File: src/pafs_pkg.sv
// shared constants, field layouts and carrier types of the port alternate function select
package pafs_pkg;

	// ------------------------------------------------------------------
	// geometry
	// ------------------------------------------------------------------
	localparam int NPORT      = 4;
	localparam int PORT_W     = 8;
	localparam int PORT_ANA   = 2;    // analog-capable port index
	localparam int PORT_CLK   = 3;    // port holding the four clock-capable pins
	localparam int ANA_PINS   = 8;
	localparam int ADDR_W     = 8;

	// ------------------------------------------------------------------
	// register byte offsets
	// ------------------------------------------------------------------
	localparam logic [ADDR_W-1:0] OFS_LATCH  = 8'h00;  // port p latch at OFS_LATCH + 4p
	localparam logic [ADDR_W-1:0] OFS_DIR    = 8'h20;  // port p direction at OFS_DIR + 4p
	localparam logic [ADDR_W-1:0] OFS_ANA_CFG  = 8'h40;
	localparam logic [ADDR_W-1:0] OFS_CHAN_SEL = 8'h44;
	localparam logic [ADDR_W-1:0] OFS_OSC    = 8'h48;

	// ------------------------------------------------------------------
	// reset values
	// ------------------------------------------------------------------
	localparam logic [7:0] RST_LATCH = 8'h00;
	localparam logic [7:0] RST_DIR   = 8'hFF;
	localparam logic [3:0] RST_ANA_CFG  = 4'h0;
	localparam logic [2:0] RST_CHAN_SEL = 3'h0;
	localparam logic [7:0] RST_OSC   = 8'h00;

	// ------------------------------------------------------------------
	// oscillator mode field positions and clock pin bit positions
	// ------------------------------------------------------------------
	localparam int OSC_EXT_MAIN = 7;
	localparam int OSC_SEL_MAIN = 6;
	localparam int OSC_EXT_SUB  = 5;
	localparam int OSC_SEL_SUB  = 4;
	localparam int OSC_GAIN     = 0;
	localparam logic [7:0] OSC_MASK = 8'hF1;
	localparam int CLK_X1  = 1;
	localparam int CLK_X2  = 2;
	localparam int CLK_XT1 = 3;
	localparam int CLK_XT2 = 4;

	localparam logic [1:0] RESP_OKAY   = 2'h0;
	localparam logic [1:0] RESP_SLVERR = 2'h2;

	// per-pin configuration carried into a pin cell
	typedef struct packed {
		logic dir;      // 1 input, 0 output
		logic lat;
		logic alt_sel;  // a peripheral output owns the pin
		logic alt_out;
		logic analog;   // pin held as analog input
		logic clk_pin;  // pin taken by the oscillator
	} pafs_pin_cfg_s;

	typedef logic [NPORT-1:0][PORT_W-1:0] pafs_port_t;

endpackage : pafs_pkg

File: src/pafs_analog_dec.sv
// analog pin configuration and conversion channel decode
`timescale 1ns/1ns
`default_nettype none
module pafs_analog_dec
	import pafs_pkg::*;
(
	// settings
	input  wire logic [3:0]          cfg_n,
	input  wire logic [2:0]          chan,
	input  wire logic [ANA_PINS-1:0] dir,
	// decode
	output logic [ANA_PINS-1:0]      analog_mask,
	output logic [ANA_PINS-1:0]      convert_sel,
	output logic                     chan_ok
);
	logic [3:0] n_eff;

	// lowest n pins digital; prohibited codes above 8 clamp to all digital
	always_comb begin
		n_eff = (cfg_n > 4'h8) ? 4'h8 : cfg_n;
		for (int i = 0; i < ANA_PINS; i++) begin
			analog_mask[i] = !(4'(i) < n_eff);
			convert_sel[i] = analog_mask[i] && dir[i] && (chan == 3'(i));
		end
		// a named pin that is digital or an output does not convert
		chan_ok = |convert_sel;
	end
endmodule // pafs_analog_dec
`default_nettype wire

File: src/pafs_pin_cell.sv
// one port pin: drive, enable, alternate input and port read value
`timescale 1ns/1ns
`default_nettype none
module pafs_pin_cell
	import pafs_pkg::*;
(
	// configuration and synchronised pin level
	input  wire pafs_pin_cfg_s cfg,
	input  wire logic          pin_lvl,
	// results
	output logic               drive_out,
	output logic               drive_en,
	output logic               alt_in,
	output logic               read_val
);
	logic own_pin;

	// pin stays a port pin unless analog or oscillator has it
	always_comb begin
		own_pin  = !cfg.analog && !cfg.clk_pin;
		drive_en = own_pin && !cfg.dir;
		// latch 0 ors the peripheral output in, latch 1 ands it
		if (cfg.alt_sel) begin
			drive_out = cfg.lat ? (cfg.lat & cfg.alt_out) : (cfg.lat | cfg.alt_out);
		end else begin
			drive_out = cfg.lat;
		end
		alt_in   = (own_pin && cfg.dir) ? pin_lvl : 1'b0;
		// read never writes the latch
		if (!own_pin) begin
			read_val = 1'b0;
		end else begin
			read_val = cfg.dir ? pin_lvl : cfg.lat;
		end
	end
endmodule // pafs_pin_cell
`default_nettype wire

File: src/pafs_top.sv
// port alternate function select with its AXI4-Lite register slave
//
// The implementer's own choices: the AXI4-Lite register port and the register addresses.
`timescale 1ns/1ns
`default_nettype none
module pafs_top
	import pafs_pkg::*;
(
	// clock and reset
	input  wire logic                aclk,
	input  wire logic                aresetn,
	// axi4-lite write address
	input  wire logic [ADDR_W-1:0]   s_axi_awaddr,
	input  wire logic                s_axi_awvalid,
	output logic                     s_axi_awready,
	// axi4-lite write data
	input  wire logic [31:0]         s_axi_wdata,
	input  wire logic [3:0]          s_axi_wstrb,
	input  wire logic                s_axi_wvalid,
	output logic                     s_axi_wready,
	// axi4-lite write response
	output logic [1:0]               s_axi_bresp,
	output logic                     s_axi_bvalid,
	input  wire logic                s_axi_bready,
	// axi4-lite read address
	input  wire logic [ADDR_W-1:0]   s_axi_araddr,
	input  wire logic                s_axi_arvalid,
	output logic                     s_axi_arready,
	// axi4-lite read data
	output logic [31:0]              s_axi_rdata,
	output logic [1:0]               s_axi_rresp,
	output logic                     s_axi_rvalid,
	input  wire logic                s_axi_rready,
	// external pins
	input  wire pafs_port_t          pin_in,
	output pafs_port_t               pin_out,
	output pafs_port_t               pin_oe_n,
	// peripheral side
	input  wire pafs_port_t          alt_out,
	input  wire pafs_port_t          alt_out_sel,
	output pafs_port_t               alt_in,
	// analog converter side
	output logic [ANA_PINS-1:0]      conversion_sel,
	output logic                     conversion_chan_ok,
	// oscillator side
	output logic                     main_resonator_en,
	output logic                     main_external_clock_in,
	output logic                     sub_resonator_en,
	output logic                     sub_external_clock_in,
	output logic                     osc_high_gain
);
	// ------------------------------------------------------------------
	// register state
	// ------------------------------------------------------------------
	pafs_port_t  latch_r, latch_nxt;
	pafs_port_t  dir_r, dir_nxt;
	logic [3:0]  analog_pin_config_r, analog_pin_config_nxt;
	logic [2:0]  conversion_channel_select_r, conversion_channel_select_nxt;
	logic [7:0]  oscillator_mode_select_r, oscillator_mode_select_nxt;

	// bus state
	logic              aw_got_r, aw_got_nxt;
	logic              w_got_r, w_got_nxt;
	logic [ADDR_W-1:0] awaddr_r, awaddr_nxt;
	logic [7:0]        wbyte_r, wbyte_nxt;
	logic              wlane_r, wlane_nxt;
	logic              bvalid_r, bvalid_nxt;
	logic              awready_r, awready_nxt;
	logic              wready_r, wready_nxt;
	logic [1:0]        bresp_r, bresp_nxt;
	logic              rvalid_r, rvalid_nxt;
	logic              arready_r, arready_nxt;
	logic [31:0]       rdata_r, rdata_nxt;
	logic [1:0]        rresp_r, rresp_nxt;

	// pin side
	pafs_port_t  pin_meta_r, pin_sync_r;
	pafs_port_t  cell_out, cell_en, cell_alt, cell_read;
	pafs_port_t  pin_out_r, pin_oe_n_r, alt_in_r;
	logic [ANA_PINS-1:0] ana_mask, conv_sel, conv_sel_r;
	logic        chan_ok, chan_ok_r;
	logic [7:0]  clk_mask;
	logic        main_res_r, main_ext_r, sub_res_r, sub_ext_r, gain_r;

	// ------------------------------------------------------------------
	// decode helpers
	// ------------------------------------------------------------------
	// register slot of an address, or -1 when unmapped
	function automatic int reg_slot(input logic [ADDR_W-1:0] a);
		int s;
		s = -1;
		if (a[1:0] == 2'h0) begin
			if (a < OFS_DIR) begin
				if (int'(a[ADDR_W-1:2]) < NPORT) s = int'(a[ADDR_W-1:2]);
			end else if (a < OFS_ANA_CFG) begin
				if (int'(a[ADDR_W-1:2]) - 8 < NPORT) s = NPORT + int'(a[ADDR_W-1:2]) - 8;
			end else if (a == OFS_ANA_CFG) begin
				s = 2 * NPORT;
			end else if (a == OFS_CHAN_SEL) begin
				s = 2 * NPORT + 1;
			end else if (a == OFS_OSC) begin
				s = 2 * NPORT + 2;
			end
		end
		return s;
	endfunction

	// ------------------------------------------------------------------
	// write channel and register next values
	// ------------------------------------------------------------------
	// address and data are taken in either order, response after both
	always_comb begin
		int s;
		s = -1;
		aw_got_nxt = aw_got_r;
		w_got_nxt  = w_got_r;
		awaddr_nxt = awaddr_r;
		wbyte_nxt  = wbyte_r;
		wlane_nxt  = wlane_r;
		bvalid_nxt = bvalid_r;
		bresp_nxt  = bresp_r;
		latch_nxt  = latch_r;
		dir_nxt    = dir_r;
		analog_pin_config_nxt         = analog_pin_config_r;
		conversion_channel_select_nxt = conversion_channel_select_r;
		oscillator_mode_select_nxt    = oscillator_mode_select_r;
		if (s_axi_awvalid && s_axi_awready) begin
			aw_got_nxt = 1'b1;
			awaddr_nxt = s_axi_awaddr;
		end
		if (s_axi_wvalid && s_axi_wready) begin
			w_got_nxt = 1'b1;
			wbyte_nxt = s_axi_wdata[7:0];
			wlane_nxt = s_axi_wstrb[0];
		end
		if (bvalid_r && s_axi_bready) begin
			bvalid_nxt = 1'b0;
		end
		if (aw_got_r && w_got_r && !bvalid_r) begin
			s          = reg_slot(awaddr_r);
			aw_got_nxt = 1'b0;
			w_got_nxt  = 1'b0;
			bvalid_nxt = 1'b1;
			bresp_nxt  = (s < 0) ? RESP_SLVERR : RESP_OKAY;
			// only byte lane 0 carries register bits
			if (wlane_r && s >= 0) begin
				if (s < NPORT) begin
					latch_nxt[s] = wbyte_r;
				end else if (s < 2 * NPORT) begin
					dir_nxt[s - NPORT] = wbyte_r;
				end else if (s == 2 * NPORT) begin
					analog_pin_config_nxt = wbyte_r[3:0];
				end else if (s == 2 * NPORT + 1) begin
					conversion_channel_select_nxt = wbyte_r[2:0];
				end else begin
					oscillator_mode_select_nxt = wbyte_r & OSC_MASK;
				end
			end
		end
		// readies are registered so every bus output comes from a flop
		awready_nxt = !aw_got_nxt && !bvalid_nxt;
		wready_nxt  = !w_got_nxt && !bvalid_nxt;
	end

	// register the write side
	always_ff @(posedge aclk) begin
		if (!aresetn) begin
			aw_got_r <= 1'b0;
			w_got_r  <= 1'b0;
			awaddr_r <= '0;
			wbyte_r  <= 8'h00;
			wlane_r  <= 1'b0;
			bvalid_r <= 1'b0;
			bresp_r  <= RESP_OKAY;
			awready_r <= 1'b1;
			wready_r  <= 1'b1;
			for (int p = 0; p < NPORT; p++) begin
				latch_r[p] <= RST_LATCH;
				dir_r[p]   <= RST_DIR;
			end
			analog_pin_config_r         <= RST_ANA_CFG;
			conversion_channel_select_r <= RST_CHAN_SEL;
			oscillator_mode_select_r    <= RST_OSC;
		end else begin
			aw_got_r <= aw_got_nxt;
			w_got_r  <= w_got_nxt;
			awaddr_r <= awaddr_nxt;
			wbyte_r  <= wbyte_nxt;
			wlane_r  <= wlane_nxt;
			bvalid_r <= bvalid_nxt;
			bresp_r  <= bresp_nxt;
			awready_r <= awready_nxt;
			wready_r  <= wready_nxt;
			latch_r  <= latch_nxt;
			dir_r    <= dir_nxt;
			analog_pin_config_r         <= analog_pin_config_nxt;
			conversion_channel_select_r <= conversion_channel_select_nxt;
			oscillator_mode_select_r    <= oscillator_mode_select_nxt;
		end
	end

	assign s_axi_awready = awready_r;
	assign s_axi_wready  = wready_r;
	assign s_axi_bvalid  = bvalid_r;
	assign s_axi_bresp   = bresp_r;

	// ------------------------------------------------------------------
	// read channel
	// ------------------------------------------------------------------
	// a latch read returns the port value seen by software
	always_comb begin
		int s;
		s          = -1;
		rvalid_nxt = rvalid_r;
		rdata_nxt  = rdata_r;
		rresp_nxt  = rresp_r;
		if (rvalid_r && s_axi_rready) begin
			rvalid_nxt = 1'b0;
		end
		if (s_axi_arvalid && s_axi_arready) begin
			s          = reg_slot(s_axi_araddr);
			rvalid_nxt = 1'b1;
			rresp_nxt  = (s < 0) ? RESP_SLVERR : RESP_OKAY;
			rdata_nxt  = 32'h0000_0000;
			if (s >= 0 && s < NPORT) begin
				rdata_nxt[7:0] = cell_read[s];
			end else if (s >= NPORT && s < 2 * NPORT) begin
				rdata_nxt[7:0] = dir_r[s - NPORT];
			end else if (s == 2 * NPORT) begin
				rdata_nxt[3:0] = analog_pin_config_r;
			end else if (s == 2 * NPORT + 1) begin
				rdata_nxt[2:0] = conversion_channel_select_r;
			end else if (s == 2 * NPORT + 2) begin
				rdata_nxt[7:0] = oscillator_mode_select_r;
			end
		end
		arready_nxt = !rvalid_nxt;
	end

	// register the read side
	always_ff @(posedge aclk) begin
		if (!aresetn) begin
			rvalid_r <= 1'b0;
			rdata_r  <= 32'h0000_0000;
			rresp_r  <= RESP_OKAY;
			arready_r <= 1'b1;
		end else begin
			rvalid_r <= rvalid_nxt;
			rdata_r  <= rdata_nxt;
			rresp_r  <= rresp_nxt;
			arready_r <= arready_nxt;
		end
	end

	assign s_axi_arready = arready_r;
	assign s_axi_rvalid  = rvalid_r;
	assign s_axi_rdata   = rdata_r;
	assign s_axi_rresp   = rresp_r;

	// ------------------------------------------------------------------
	// pin synchroniser
	// ------------------------------------------------------------------
	// pins are asynchronous; only the second stage is read
	always_ff @(posedge aclk) begin
		if (!aresetn) begin
			pin_meta_r <= '0;
			pin_sync_r <= '0;
		end else begin
			pin_meta_r <= pin_in;
			pin_sync_r <= pin_meta_r;
		end
	end

	// ------------------------------------------------------------------
	// analog decode, clock pin ownership and pin cells
	// ------------------------------------------------------------------
	pafs_analog_dec pafs_analog_dec_inst (
		.cfg_n       (analog_pin_config_r),
		.chan        (conversion_channel_select_r),
		.dir         (dir_r[PORT_ANA]),
		.analog_mask (ana_mask),
		.convert_sel (conv_sel),
		.chan_ok     (chan_ok)
	);

	// oscillator mode alone decides, direction and latch are ignored
	always_comb begin
		clk_mask          = 8'h00;
		clk_mask[CLK_X1]  = oscillator_mode_select_r[OSC_SEL_MAIN]
			&& !oscillator_mode_select_r[OSC_EXT_MAIN];
		clk_mask[CLK_X2]  = oscillator_mode_select_r[OSC_SEL_MAIN];
		clk_mask[CLK_XT1] = oscillator_mode_select_r[OSC_SEL_SUB]
			&& !oscillator_mode_select_r[OSC_EXT_SUB];
		clk_mask[CLK_XT2] = oscillator_mode_select_r[OSC_SEL_SUB];
	end

	for (genvar p = 0; p < NPORT; p++) begin : g_port
		for (genvar b = 0; b < PORT_W; b++) begin : g_bit
			pafs_pin_cfg_s cfg;
			assign cfg.dir     = dir_r[p][b];
			assign cfg.lat     = latch_r[p][b];
			assign cfg.alt_sel = alt_out_sel[p][b];
			assign cfg.alt_out = alt_out[p][b];
			assign cfg.analog  = (p == PORT_ANA) ? ana_mask[b] : 1'b0;
			assign cfg.clk_pin = (p == PORT_CLK) ? clk_mask[b] : 1'b0;
			pafs_pin_cell pafs_pin_cell_inst (
				.cfg       (cfg),
				.pin_lvl   (pin_sync_r[p][b]),
				.drive_out (cell_out[p][b]),
				.drive_en  (cell_en[p][b]),
				.alt_in    (cell_alt[p][b]),
				.read_val  (cell_read[p][b])
			);
		end
	end

	// ------------------------------------------------------------------
	// output registers
	// ------------------------------------------------------------------
	// one cycle of latency buys glitch-free pin and peripheral outputs
	always_ff @(posedge aclk) begin
		if (!aresetn) begin
			pin_out_r  <= '0;
			pin_oe_n_r <= '1;
			alt_in_r   <= '0;
			conv_sel_r <= '0;
			chan_ok_r  <= 1'b0;
			main_res_r <= 1'b0;
			main_ext_r <= 1'b0;
			sub_res_r  <= 1'b0;
			sub_ext_r  <= 1'b0;
			gain_r     <= 1'b0;
		end else begin
			pin_out_r  <= cell_out;
			pin_oe_n_r <= ~cell_en;
			alt_in_r   <= cell_alt;
			conv_sel_r <= conv_sel;
			chan_ok_r  <= chan_ok;
			main_res_r <= clk_mask[CLK_X1];
			main_ext_r <= clk_mask[CLK_X2] && !clk_mask[CLK_X1]
				&& pin_sync_r[PORT_CLK][CLK_X2];
			sub_res_r  <= clk_mask[CLK_XT1];
			sub_ext_r  <= clk_mask[CLK_XT2] && !clk_mask[CLK_XT1]
				&& pin_sync_r[PORT_CLK][CLK_XT2];
			gain_r     <= oscillator_mode_select_r[OSC_GAIN];
		end
	end

	assign pin_out                = pin_out_r;
	assign pin_oe_n               = pin_oe_n_r;
	assign alt_in                 = alt_in_r;
	assign conversion_sel         = conv_sel_r;
	assign conversion_chan_ok     = chan_ok_r;
	assign main_resonator_en      = main_res_r;
	assign main_external_clock_in = main_ext_r;
	assign sub_resonator_en       = sub_res_r;
	assign sub_external_clock_in  = sub_ext_r;
	assign osc_high_gain          = gain_r;

endmodule // pafs_top
`default_nettype wire

File: config.mk
export PLATFORM = sky130hd
export DESIGN_NAME = pafs_top
export DESIGN_NICKNAME = d
export VERILOG_FILES = /design/src/pafs_pkg.sv /design/src/pafs_analog_dec.sv /design/src/pafs_pin_cell.sv /design/src/pafs_top.sv
export SDC_FILE = /design/constraint.sdc
export NUM_CORES = 1
export LEC_CHECK = 0
export BUFFER_PORTS_ARGS = -buffer_cell sky130_fd_sc_hd__clkbuf_2
export CORE_MARGIN = 3
export CORE_UTILIZATION = 40
export CTS_CLUSTER_DIAMETER = 80
export DETAILED_ROUTE_END_ITERATION = 6
export PLACE_DENSITY = 0.66
export SLEW_MARGIN = 30
export SYNTH_ARGS = -nofsm -noshare
export SYNTH_HDL_FRONTEND = slang
export SYNTH_SLANG_ARGS = --single-unit
File: constraint.sdc
create_clock -name aclk -period 4 [get_ports aclk]
set_input_delay 0.4 -clock aclk [delete_from_list [all_inputs] [get_ports aclk]]
set_output_delay 0.4 -clock aclk [all_outputs]
set_load 0.1 [all_outputs]
==> reports/results.ini, run 1 <==
[sta]
slew_headroom=0.385
finalCriticalPeriod_ns=3.89
hold_ws_ns=0.0484
slew_violations=0
final.setup.worst_slack_ns=0.114
worst_pin_slew_ns=0.922
final_hold_viol_count=0
max_freq_ghz=0.257
period_share=0.972
finClkSkew_ns=0.00832
finalSetupViolCount=0

[outcome]
status=finished, final reports clean

[clock_network]
clock_latency_ns=0.55
clk_path_buf_depth=3
cts.clk_slew.worst_paths_ns=0.06
clockRootBuffer=clkbuf_16
cts_tree=yes
cts.sink_count=284
cts_buffers=30
htreeDepth=1

[placed_design]
dp_slack_ns=0.0539
gp_congestion=0.998
place_hpwl_um=25300
port-buffer-count=252

[power_and_ir_drop]
vdd_drop_max_mv=0.321
pwr_density_cell_nw_per_um2=480
cellLeakagePower_nw=6.44

[worst_hold_path]
hold_class=in2reg

[synth]
synthArstFlopShare=0
netlist_area_um2=11200
synthFlopType=dfxtp_1
synth_area_per_cell_um2=9.77
synth.yosys.seq_area_share=0.506
synth.distinct_cells=84
syn_inst=1150
yosysTopAreaCell=dfxtp_1
synthTopCellsByArea=dfxtp_1 51%, mux2i_1 11%, nand2_1 4.3%
ys_ff_latch=284
synth_top_area_share=0.506
synth_edf_count=0
ys.warnings.count=0

[global_routing]
grt_pass1_vias=8960
grt_pass1_wl_um=50900
grt_use_total=0.213
grt_max_degree=84
grt.overflow.total=0
antenna_found_initial=0

[run]
cap_violations=0

[cells_and_area]
nNetsFinal=1571
drive_gt1_frac=0.253
n_antenna_cell=0
area_growth_pct=23.4

[floorplanning]
start_util=0.412
dieWidth_um=174
die_area_um2=30100
die_h_um=174
row_count=60
top_level_ports=306
core-area_um2=27300

[route]
drc=0
avgViaCountPerCell=5.19
drt_wl_total_um=33900
ant_nets=0
avgRoutedWirePerCell_um=18.8
vias=9326
drtPass1Iterations=7
drt_iter0_markers=839

[critical_path]
cp_data_arrival_time_ns=4.30
cp_max_fo=8
required_ns=4.41
critPathKind=reg2reg
cp-start-kind=register
end_kind=register

-- cell type report --
class / count / area [µm²]
fillers: 2571 / 13400
clock inverters: 19 / 225
multi-input cells: 775 / 5120
flip-flops and latches: 284 / 5690
clock buffers: 37 / 797
repair buffers: 273 / 1420
well taps: 372 / 465
inverters: 38 / 144
-- flip-flops by register name, summed over array words and instances, names as in the netlist, 3 cells and up --
signal and cells:
wbyte_r 8, pin_sync_r 32, g_port.g_bit.cfg 32, analog_pin_config_r 4, awaddr_r 8, s_axi_rdata 8, conversion_sel 8, dir_r 32
pin_meta_r 32, oscillator_mode_select_r 5, conversion_channel_select_r 3, pin_out 32, alt_in 32, pin_oe_n 32
-- power by group --
part / switching, mW / leakage, nW / internal [mW]
clock: 1.17 / 0.486 / 1.68
sequential: 0.0415 / 2.32 / 2.90
combinational: 0.643 / 3.63 / 0.222
total: 1.86 / 6.44 / 4.80
-- per-layer routing --
| metal | share of wire | track usage | up-vias |
|---|---|---|---|
| li1 | - | - | 4440 |
| met1 | 0.42 | 0.284 | 4382 |
| met2 | 0.45 | 0.344 | 429 |
| met3 | 0.091 | 0.0495 | 75 |
| met4 | 0.035 | 0.0700 | 0 |
| met5 | 0 | 0 | - |
-- worst paths after layout --
check,startpoint,to,slack [ns],cells past startpoint
hold / removal,pin_in[27],pin_meta_r[27],0.05,2
setup / recovery,awaddr_r[5],dir_r[9],0.11,13
setup reg to reg,awaddr_r[5],dir_r[9],0.11,13
hold reg to reg,pin_meta_r[27],pin_sync_r[27],0.43,1
-- layout by cell type (no fill, tap or decap), drive strengths merged, types with 7 or more instances in the layout --
| master | netlist | routed |
|---|---|---|
| dfxtp | 284 | 284 |
| a31oi | 12 | 12 |
| a21oi | 42 | 42 |
| nand2b | 22 | 22 |
| ha | 14 | 14 |
| nor4 | 7 | 7 |
| mux2i | 127 | 127 |
| and2 | 72 | 72 |
| buf | 39 | 22 |
| a211oi | 9 | 9 |
| nor2 | 91 | 91 |
| o21ai | 20 | 20 |
| nand3 | 20 | 20 |
| or3 | 10 | 10 |
| clkbuf | 39 | 288 |
| conb | 1 | 26 |
| inv | 38 | 37 |
| clkinv | 0 | 10 |
| and3 | 28 | 28 |
| nand4 | 18 | 18 |
| nand2 | 129 | 129 |
| nor3 | 25 | 25 |
| o31a | 9 | 9 |
-- synth_stat cells, types with 9 or more instances --
cell type / instances
dfxtp_1: 284
nand2_1: 129
mux2i_1: 127
nor2_1: 90
and2_1: 72
a21oi_1: 42
clkbuf_1: 39
inv_1: 37
and3_1: 28
buf_4: 28
nand2b_1: 22
nor3_1: 19
nand3_1: 17
nand4_1: 17
ha_1: 14
o21ai_0: 14
a31oi_1: 11
buf_2: 10
a211oi_1: 9
o31a_1: 9
or3_1: 9
-- cells by family (layout without fill, tap and decap cells) --
group,Yosys count,count (layout),share of synthesized area
fa+ha+maj,14,14,0.0156
other cells,1,26,0.000334
flops,284,284,0.506
buf+inv,116,367,0.0492
mux,131,131,0.117
compound gates,149,149,0.0962
xor+xnor,1,1,0.000780
simple gates,454,454,0.214
-- metrics by stage --
stage / utilization / cell area (µm²) / std cells / power [mW] / TNS (ns)
CTS: 0.508 / 13800 / 1798 / 6.69 / 0
floorplan: - / 11400 / 1175 / 3.67 / 0
finish: 0.509 / 13900 / 1798 / 6.66 / 0
global route: 0.509 / 13900 / 1798 / 6.88 / -0.000813
detailed placement: 0.470 / 12800 / 1742 / 3.86 / 0
global placement: 0.470 / 12800 / 1742 / 3.84 / 0
-- worst max-delay path: stages (launching register included) --
cell and delay [ns]:
dfxtp_1 0.45, nor2_1 0.10, ha_1 0.30, nand3b_1 0.14, o21ba_2 0.23, a31oi_2 0.18
o21a_2 0.27, ha_1 0.26, or4b_4 0.56, nor4_4 0.34, nand4_4 0.17, nor3_4 0.32
nand3_4 0.23, mux2i_1 0.17
-- repair_timing --
action                     in CTS  in global routing
setup endpoints to repair       0                 22
gates resized for setup         0                  5
setup buffers                   0                  0
hold buffers                    0                  0
Note: power is estimated with default switching activity, not from simulation.
==> inputs of run 2 (changes only) <==
ABC_AREA = 1   (was not set)
SLEW_MARGIN = 5   (was 30)
==> reports/results.ini, run 2 <==
[outcome]
status=finished, final reports clean  ; unchanged

[sta]
finalSetupViolCount=0  ; unchanged
fin_setup_tns_ns=0  ; unchanged
slew_headroom=0.440  ; was 0.385
rsz0062_at_grt=no
slew_violations=0  ; unchanged
worst_pin_slew_ns=0.839  ; was 0.922 ns
finClkSkew_ns=0.0145  ; was 0.00832 ns
period_share=0.912  ; was 0.972
max_freq_ghz=0.274  ; was 0.257 GHz
finalCriticalPeriod_ns=3.65  ; was 3.89 ns
hold_ws_ns=0.0381  ; was 0.0484 ns
final_hold_viol_count=0  ; unchanged
final.setup.worst_slack_ns=0.351  ; was 0.114 ns

[cells_and_area]
drive_gt1_frac=0.210  ; was 0.253
layout.cells.non_filler=2160  ; was 1798
final_util=0.497  ; was 0.509
layout_common_cells=336 x nand2_1, 284 x dfxtp_1, 251 x clkbuf_2  ; was 283 x dfxtp_1, 251 x clkbuf_2, 129 x nand2_1
num-fill-cells=2809  ; was 2571
mostFrequentLayoutCell=nand2_1  ; was dfxtp_1
nNetsFinal=1927  ; was 1571
design_area_um2=13800  ; was 13900 µm²
multi_input_area_um2=4590  ; was 5120 µm²
area_growth_pct=21.8  ; was 23.4%
ff_latch_area_um2=5690  ; about the same

[critical_path]
cp_data_arrival_time_ns=4.04  ; was 4.30 ns
end_kind=register  ; unchanged
critPathKind=reg2reg  ; unchanged
cp-start-kind=register  ; unchanged
cp_max_fo=8  ; unchanged
crit_cells=17  ; was 13
cp_top_family=simple AND/OR/NAND/NOR gates  ; unchanged
rr_endpoint=dir_r[5]  ; was dir_r[9]
cp-endpoint=dir_r[5]  ; was dir_r[9]
crit_chain=nor2_1 > ha_1 > nand4_1 > o21ai_0 > nand2_1 > nor2_1 > inv_1 > ha_1 > inv_1 > nand4_1 > nor3_1 > and3_1 > nand4_1 > nor2_4 > nand2_1 > nand2_1 > nand3_1  ; was nor2_1 > ha_1 > nand3b_1 > o21ba_2 > a31oi_2 > o21a_2 > ha_1 > or4b_4 > nor4_4 > nand4_4 > nor3_4 > nand3_4 > mux2i_1
startpoint=awaddr_r[5]  ; unchanged
critical_path.max_stage_delay_ns=0.44  ; was 0.56 ns
cp_slowest_cell=dfxtp_1  ; was or4b_4
required_ns=4.39  ; was 4.41 ns
reg2reg_depth=17  ; was 13
worst-path-buf-inv=2  ; was 0
ff2ff_setup_slack_ns=0.35  ; was 0.11 ns
timing.rr.start=awaddr_r[5]  ; unchanged

[power_and_ir_drop]
power_mw=6.67  ; was 6.66 mW
cellLeakagePower_nw=7.16  ; was 6.44 nW
vdd_drop_max_mv=0.308  ; was 0.321 mV
pwr_density_cell_nw_per_um2=482  ; was 480 nW/µm²

[synth]
ys_ff_latch=284  ; unchanged
synth_top_area_share=0.500  ; was 0.506
syn_inst=1525  ; was 1150
ys.warnings.count=0  ; unchanged
synth.distinct_cells=40  ; was 84
yosysTopAreaCell=dfxtp_1  ; unchanged
synth_edf_count=0  ; unchanged
synthFlopType=dfxtp_1  ; unchanged
synth.most_common_cell=nand2_1  ; was dfxtp_1
synth.yosys.seq_area_share=0.500  ; was 0.506
synth_commonest_cells=336 x nand2_1, 284 x dfxtp_1, 225 x nor2_1  ; was 284 x dfxtp_1, 129 x nand2_1, 127 x mux2i_1
synthTopCellsByArea=dfxtp_1 50%, nand2_1 11%, nor2_1 7.4%  ; was dfxtp_1 51%, mux2i_1 11%, nand2_1 4.3%
synthArstFlopShare=0  ; unchanged
netlist_area_um2=11400  ; was 11200 µm²
synth_area_per_cell_um2=7.45  ; was 9.77 µm²

[clock_network]
clockRootBuffer=clkbuf_16  ; unchanged
post_cts_buffers=0  ; unchanged
clock_latency_ns=0.54  ; was 0.55 ns
cts.sink_count=284  ; unchanged
cts_tree=yes  ; unchanged
htreeDepth=1  ; unchanged
clk_path_buf_depth=3  ; unchanged
cts_buffers=31  ; was 30
ctsResizeCount=0  ; unchanged
holdBufCountCts=0  ; unchanged
cts.clk_slew.worst_paths_ns=0.06  ; about the same

[global_routing]
grt_pass1_wl_um=51500  ; was 50900 µm
grt_max_degree=90  ; was 84
grt_pass1_vias=9606  ; was 8960
grt_use_total=0.209  ; was 0.213
grt.overflow.total=0  ; unchanged
antenna_found_initial=0  ; unchanged

[worst_hold_path]
holdCritStartpoint=pin_in[5]  ; was pin_in[27]
hold_class=in2reg  ; unchanged

[placed_design]
dp_slack_ns=0.411  ; was 0.0539 ns
port-buffer-count=252  ; unchanged
place_hpwl_um=24200  ; was 25300 µm
dp.cells=2103  ; was 1742
gp_congestion=0.956  ; was 0.998
dpl_cell_area_um2=12800  ; about the same

[floorplanning]
start_util=0.408  ; was 0.412
core-area_um2=27900  ; was 27300 µm²
dieWidth_um=175  ; was 174 µm
die_h_um=175  ; was 174 µm
row_count=61  ; was 60
top_level_ports=306  ; unchanged
die_area_um2=30500  ; was 30100 µm²

[route]
vias=10300  ; was 9326
ant_nets=0  ; unchanged
drtPass1Iterations=5  ; was 7
drt_wl_total_um=33200  ; was 33900 µm
avgViaCountPerCell=4.78  ; was 5.19
avgRoutedWirePerCell_um=15.4  ; was 18.8 µm
drc=0  ; unchanged
drt_iter0_markers=727  ; was 839

[run]
cap_violations=0  ; unchanged

-- run 2: cell count changes in the layout (fill, tap and decap cells not counted), moves of 14 or more --
cell and change:
nand2_1 +207, inv_1 +139, nor2_1 +135, mux2i_1 -124
nand3_1 +107, and2_1 -71, o21ai_0 +65, a21oi_1 +24
and3_1 -24, nand2b_1 -22, nand4_1 +14
-- run 2: cell type report --
cell class | instances | area share
antenna | 1 | 0.000181
clock buffer | 40 | 0.0643
clock inverter | 16 | 0.0105
inverter | 192 | 0.0523
multi-input combinational | 988 | 0.331
sequential | 284 | 0.411
tap | 378 | 0.0342
timing repair buffer | 261 | 0.0965
-- run 2: worst register-to-register path: cells and delay by family, from the launching register on --
family / cells / cell delay [ns]
simple gates: 12 / 2.02
compound gates: 1 / 0.26
buf+inv: 2 / 0.20
flops: 1 / 0.44
fa+ha+maj: 2 / 0.57
-- run 2: report_power, final --
group | switching (mW) | internal (mW)
clock | 1.16 | 1.69
combinational | 0.655 | 0.180
sequential | 0.0741 | 2.91
total | 1.89 | 4.78
-- run 2: worst min path at each step --
stage | endpoint | slack [ns] | depth (start not counted)
4_1_cts | pin_meta_r[7] | 0.02 | 3
3_5_place_dp | pin_sync_r[2] | 0.40 | 2
5_1_grt | pin_meta_r[0] | 0.03 | 3
2_1_floorplan | pin_sync_r[0] | 0.39 | 2
3_3_place_gp | pin_sync_r[6] | 0.39 | 2
6_report | pin_meta_r[5] | 0.04 | 3
-- run 2: kinds of logic after synthesis --
kind of cell | count (synthesis) | share of synthesized area
simple gates | 784 | 0.303
flops | 284 | 0.500
buf+inv | 278 | 0.105
compound gates | 161 | 0.0740
fa+ha+maj | 14 | 0.0154
mux | 3 | 0.00264
other cells | 1 | 0.000330
-- run 2: layer usage --
| layer | global-route usage | part of all wire |
|---|---|---|
| met1 | 0.287 | 0.46 |
| met2 | 0.336 | 0.45 |
| met4 | 0.0688 | 0.031 |
| met5 | 0 | 0 |
| met3 | 0.0345 | 0.065 |
==> inputs of run 3 (changes only) <==
CORE_ASPECT_RATIO = 0.7   (was not set)
CORE_UTILIZATION = 47   (was 40)
CTS_BUF_LIST = sky130_fd_sc_hd__clkbuf_16   (was not set)
PLACE_DENSITY = 0.75   (was 0.66)
==> reports/results.ini, run 3 (same netlist as run 2, synthesis figures left out) <==
[sta]
finalCriticalPeriod_ns=3.59  ; was 3.65 ns
fin_setup_tns_ns=0  ; unchanged
finalSetupViolCount=0  ; unchanged
final.setup.worst_slack_ns=0.412  ; was 0.351 ns
final_hold_viol_count=0  ; unchanged
worst_pin_slew_ns=1.02  ; was 0.839 ns
slew_headroom=0.318  ; was 0.440
slew_violations=0  ; unchanged
rsz0062_at_grt=no  ; unchanged
max_freq_ghz=0.279  ; was 0.274 GHz
period_share=0.897  ; was 0.912
finClkSkew_ns=0.00930  ; was 0.0145 ns

[global_routing]
antenna_found_initial=0  ; unchanged
grt_use_total=0.250  ; was 0.209
grt_pass1_vias=9555  ; was 9606
met2_usage=0.372  ; was 0.336
grt_pass1_wl_um=51200  ; was 51500 µm
grt_max_degree=96  ; was 90
grt_use_met1=0.370  ; was 0.287
grtUsageMet3=0.0531  ; was 0.0345
grt.busiest_layer=met2  ; unchanged
grt.overflow.total=0  ; unchanged

[route]
avgViaCountPerCell=5.00  ; was 4.78
drc=0  ; unchanged
vias=10400  ; was 10.3k
drt_wl_total_um=33700  ; was 33200 µm
ant_nets=0  ; unchanged
drtPass1Iterations=5  ; unchanged
drt_iter0_markers=958  ; was 727
avgRoutedWirePerCell_um=16.2  ; was 15.4 µm

[critical_path]
critPathKind=reg2reg  ; unchanged
crit_chain=inv_1 > ha_1 > and3_1 > nand3_2 > nand4_1 > o211ai_1 > nor2_1 > inv_1 > ha_1 > inv_1 > nand4_1 > nor3_1 > and3_1 > nand4_1 > nor2_4 > nand2_1 > nand2_1 > nand3_1  ; was nor2_1 > ha_1 > nand4_1 > o21ai_0 > nand2_1 > nor2_1 > inv_1 > ha_1 > inv_1 > nand4_1 > nor3_1 > and3_1 > nand4_1 > nor2_4 > nand2_1 > nand2_1 > nand3_1
cp_top_family=simple AND/OR/NAND/NOR gates  ; unchanged
required_ns=4.38  ; was 4.39 ns
cp_data_arrival_time_ns=3.97  ; was 4.04 ns
cp_max_fo=8  ; unchanged
cp_slowest_cell=nor2_1  ; was dfxtp_1
end_kind=register  ; unchanged
startpoint=awaddr_r[5]  ; unchanged
cp-start-kind=register  ; unchanged
worst-path-buf-inv=3  ; was 2
ff2ff_setup_slack_ns=0.41  ; was 0.35 ns
timing.rr.start=awaddr_r[5]  ; unchanged
critical_path.max_stage_delay_ns=0.38  ; was 0.44 ns

[placed_design]
gp_congestion=0.901  ; was 0.956
dp_slack_ns=0.476  ; was 0.411 ns
place_hpwl_um=24400  ; was 24200 µm
port-buffer-count=252  ; unchanged

[floorplanning]
die_h_um=136  ; was 175 µm
dieWidth_um=192  ; was 175 µm
die_area_um2=26100  ; was 30500 µm²
core-area_um2=23200  ; was 27900 µm²
start_util=0.490  ; was 0.408
top_level_ports=306  ; unchanged
row_count=46  ; was 61

[worst_hold_path]
holdCritStartpoint=pin_in[5]  ; unchanged
hold_class=in2reg  ; unchanged

[run]
cap_violations=0  ; unchanged

[power_and_ir_drop]
cellLeakagePower_nw=7.09  ; was 7.16 nW
pwr_density_cell_nw_per_um2=473  ; was 482 nW/µm²
power_mw=6.42  ; was 6.67 mW
vdd_drop_max_mv=0.362  ; was 0.308 mV

[cells_and_area]
nNetsFinal=1920  ; was 1927
n_antenna_cell=0  ; was 1
mostFrequentLayoutCell=nand2_1  ; unchanged
drive_gt1_frac=0.200  ; was 0.210
area_growth_pct=19.5  ; was 21.8%
layout_common_cells=336 x nand2_1, 284 x dfxtp_1, 251 x clkbuf_2  ; unchanged

[clock_network]
clockRootBuffer=clkbuf_16  ; unchanged
post_cts_buffers=0  ; unchanged
ctsResizeCount=0  ; unchanged
htreeDepth=1  ; unchanged
holdBufCountCts=0  ; unchanged
cts_buffers=27  ; was 31
cts_tree=yes  ; unchanged
clk_path_buf_depth=3  ; unchanged
cts.sink_count=284  ; unchanged
clock_latency_ns=0.54  ; about the same
cts.clk_slew.worst_paths_ns=0.07  ; was 0.06 ns

[outcome]
status=finished, final reports clean  ; unchanged

## run 3: cell types whose count changed in the layout (fill, tap and decap cells not counted), moves of 2 or more
cell | previous run | this run
clkbuf_8 | 8 | 0
clkinv_2 | 11 | 4
inv_1 | 176 | 182
clkinv_1 | 2 | 7
clkbuf_16 | 31 | 27
buf_4 | 9 | 7
bufinv_16 | 2 | 4
## run 3: worst paths after layout
check                   to  depth (start not counted)
max              dir_r[15]                         18
min reg2reg  pin_sync_r[2]                          2
min          pin_meta_r[5]                          3
max reg2reg      dir_r[15]                         18
## run 3: per-layer routing
metal / vias up / routed length (µm)
met1: 4739 / 15600
met4: 0 / 660
li1: 5192 / -
met3: 48 / 3290
met2: 433 / 14200
met5: - / 0
## run 3: area by class of cell
cell class,instances,area [µm²]
tap,312,390
timing repair buffer,258,1310
clock inverter,23,218
fill,2140,9610
inverter,192,722
multi-input combinational,988,4590
sequential,284,5690
clock buffer,27,676
## run 3: power by group
group / internal (mW) / leakage, nW / switching, mW / total [mW]
combinational: 0.178 / 4.32 / 0.661 / 0.839
clock: 1.49 / 0.454 / 1.11 / 2.60
sequential: 2.91 / 2.32 / 0.0781 / 2.98
total: 4.57 / 7.09 / 1.85 / 6.42
## run 3: through the flow
step / cell area (µm²) / hold WS [ns] / util / cells
floorplan: 11500 / 0.390 / - / 1550
global placement: 12700 / 0.393 / 0.547 / 2034
detailed placement: 12700 / 0.395 / 0.547 / 2034
CTS: 13600 / 0.0283 / 0.586 / 2084
global route: 13600 / 0.0384 / 0.586 / 2084
finish: 13600 / 0.0389 / 0.586 / 2084
## run 3: tightest hold or removal path, stage by stage
cell and delay [ns]:
clkbuf_2 0.07, nand2_1 0.04, inv_1 0.04
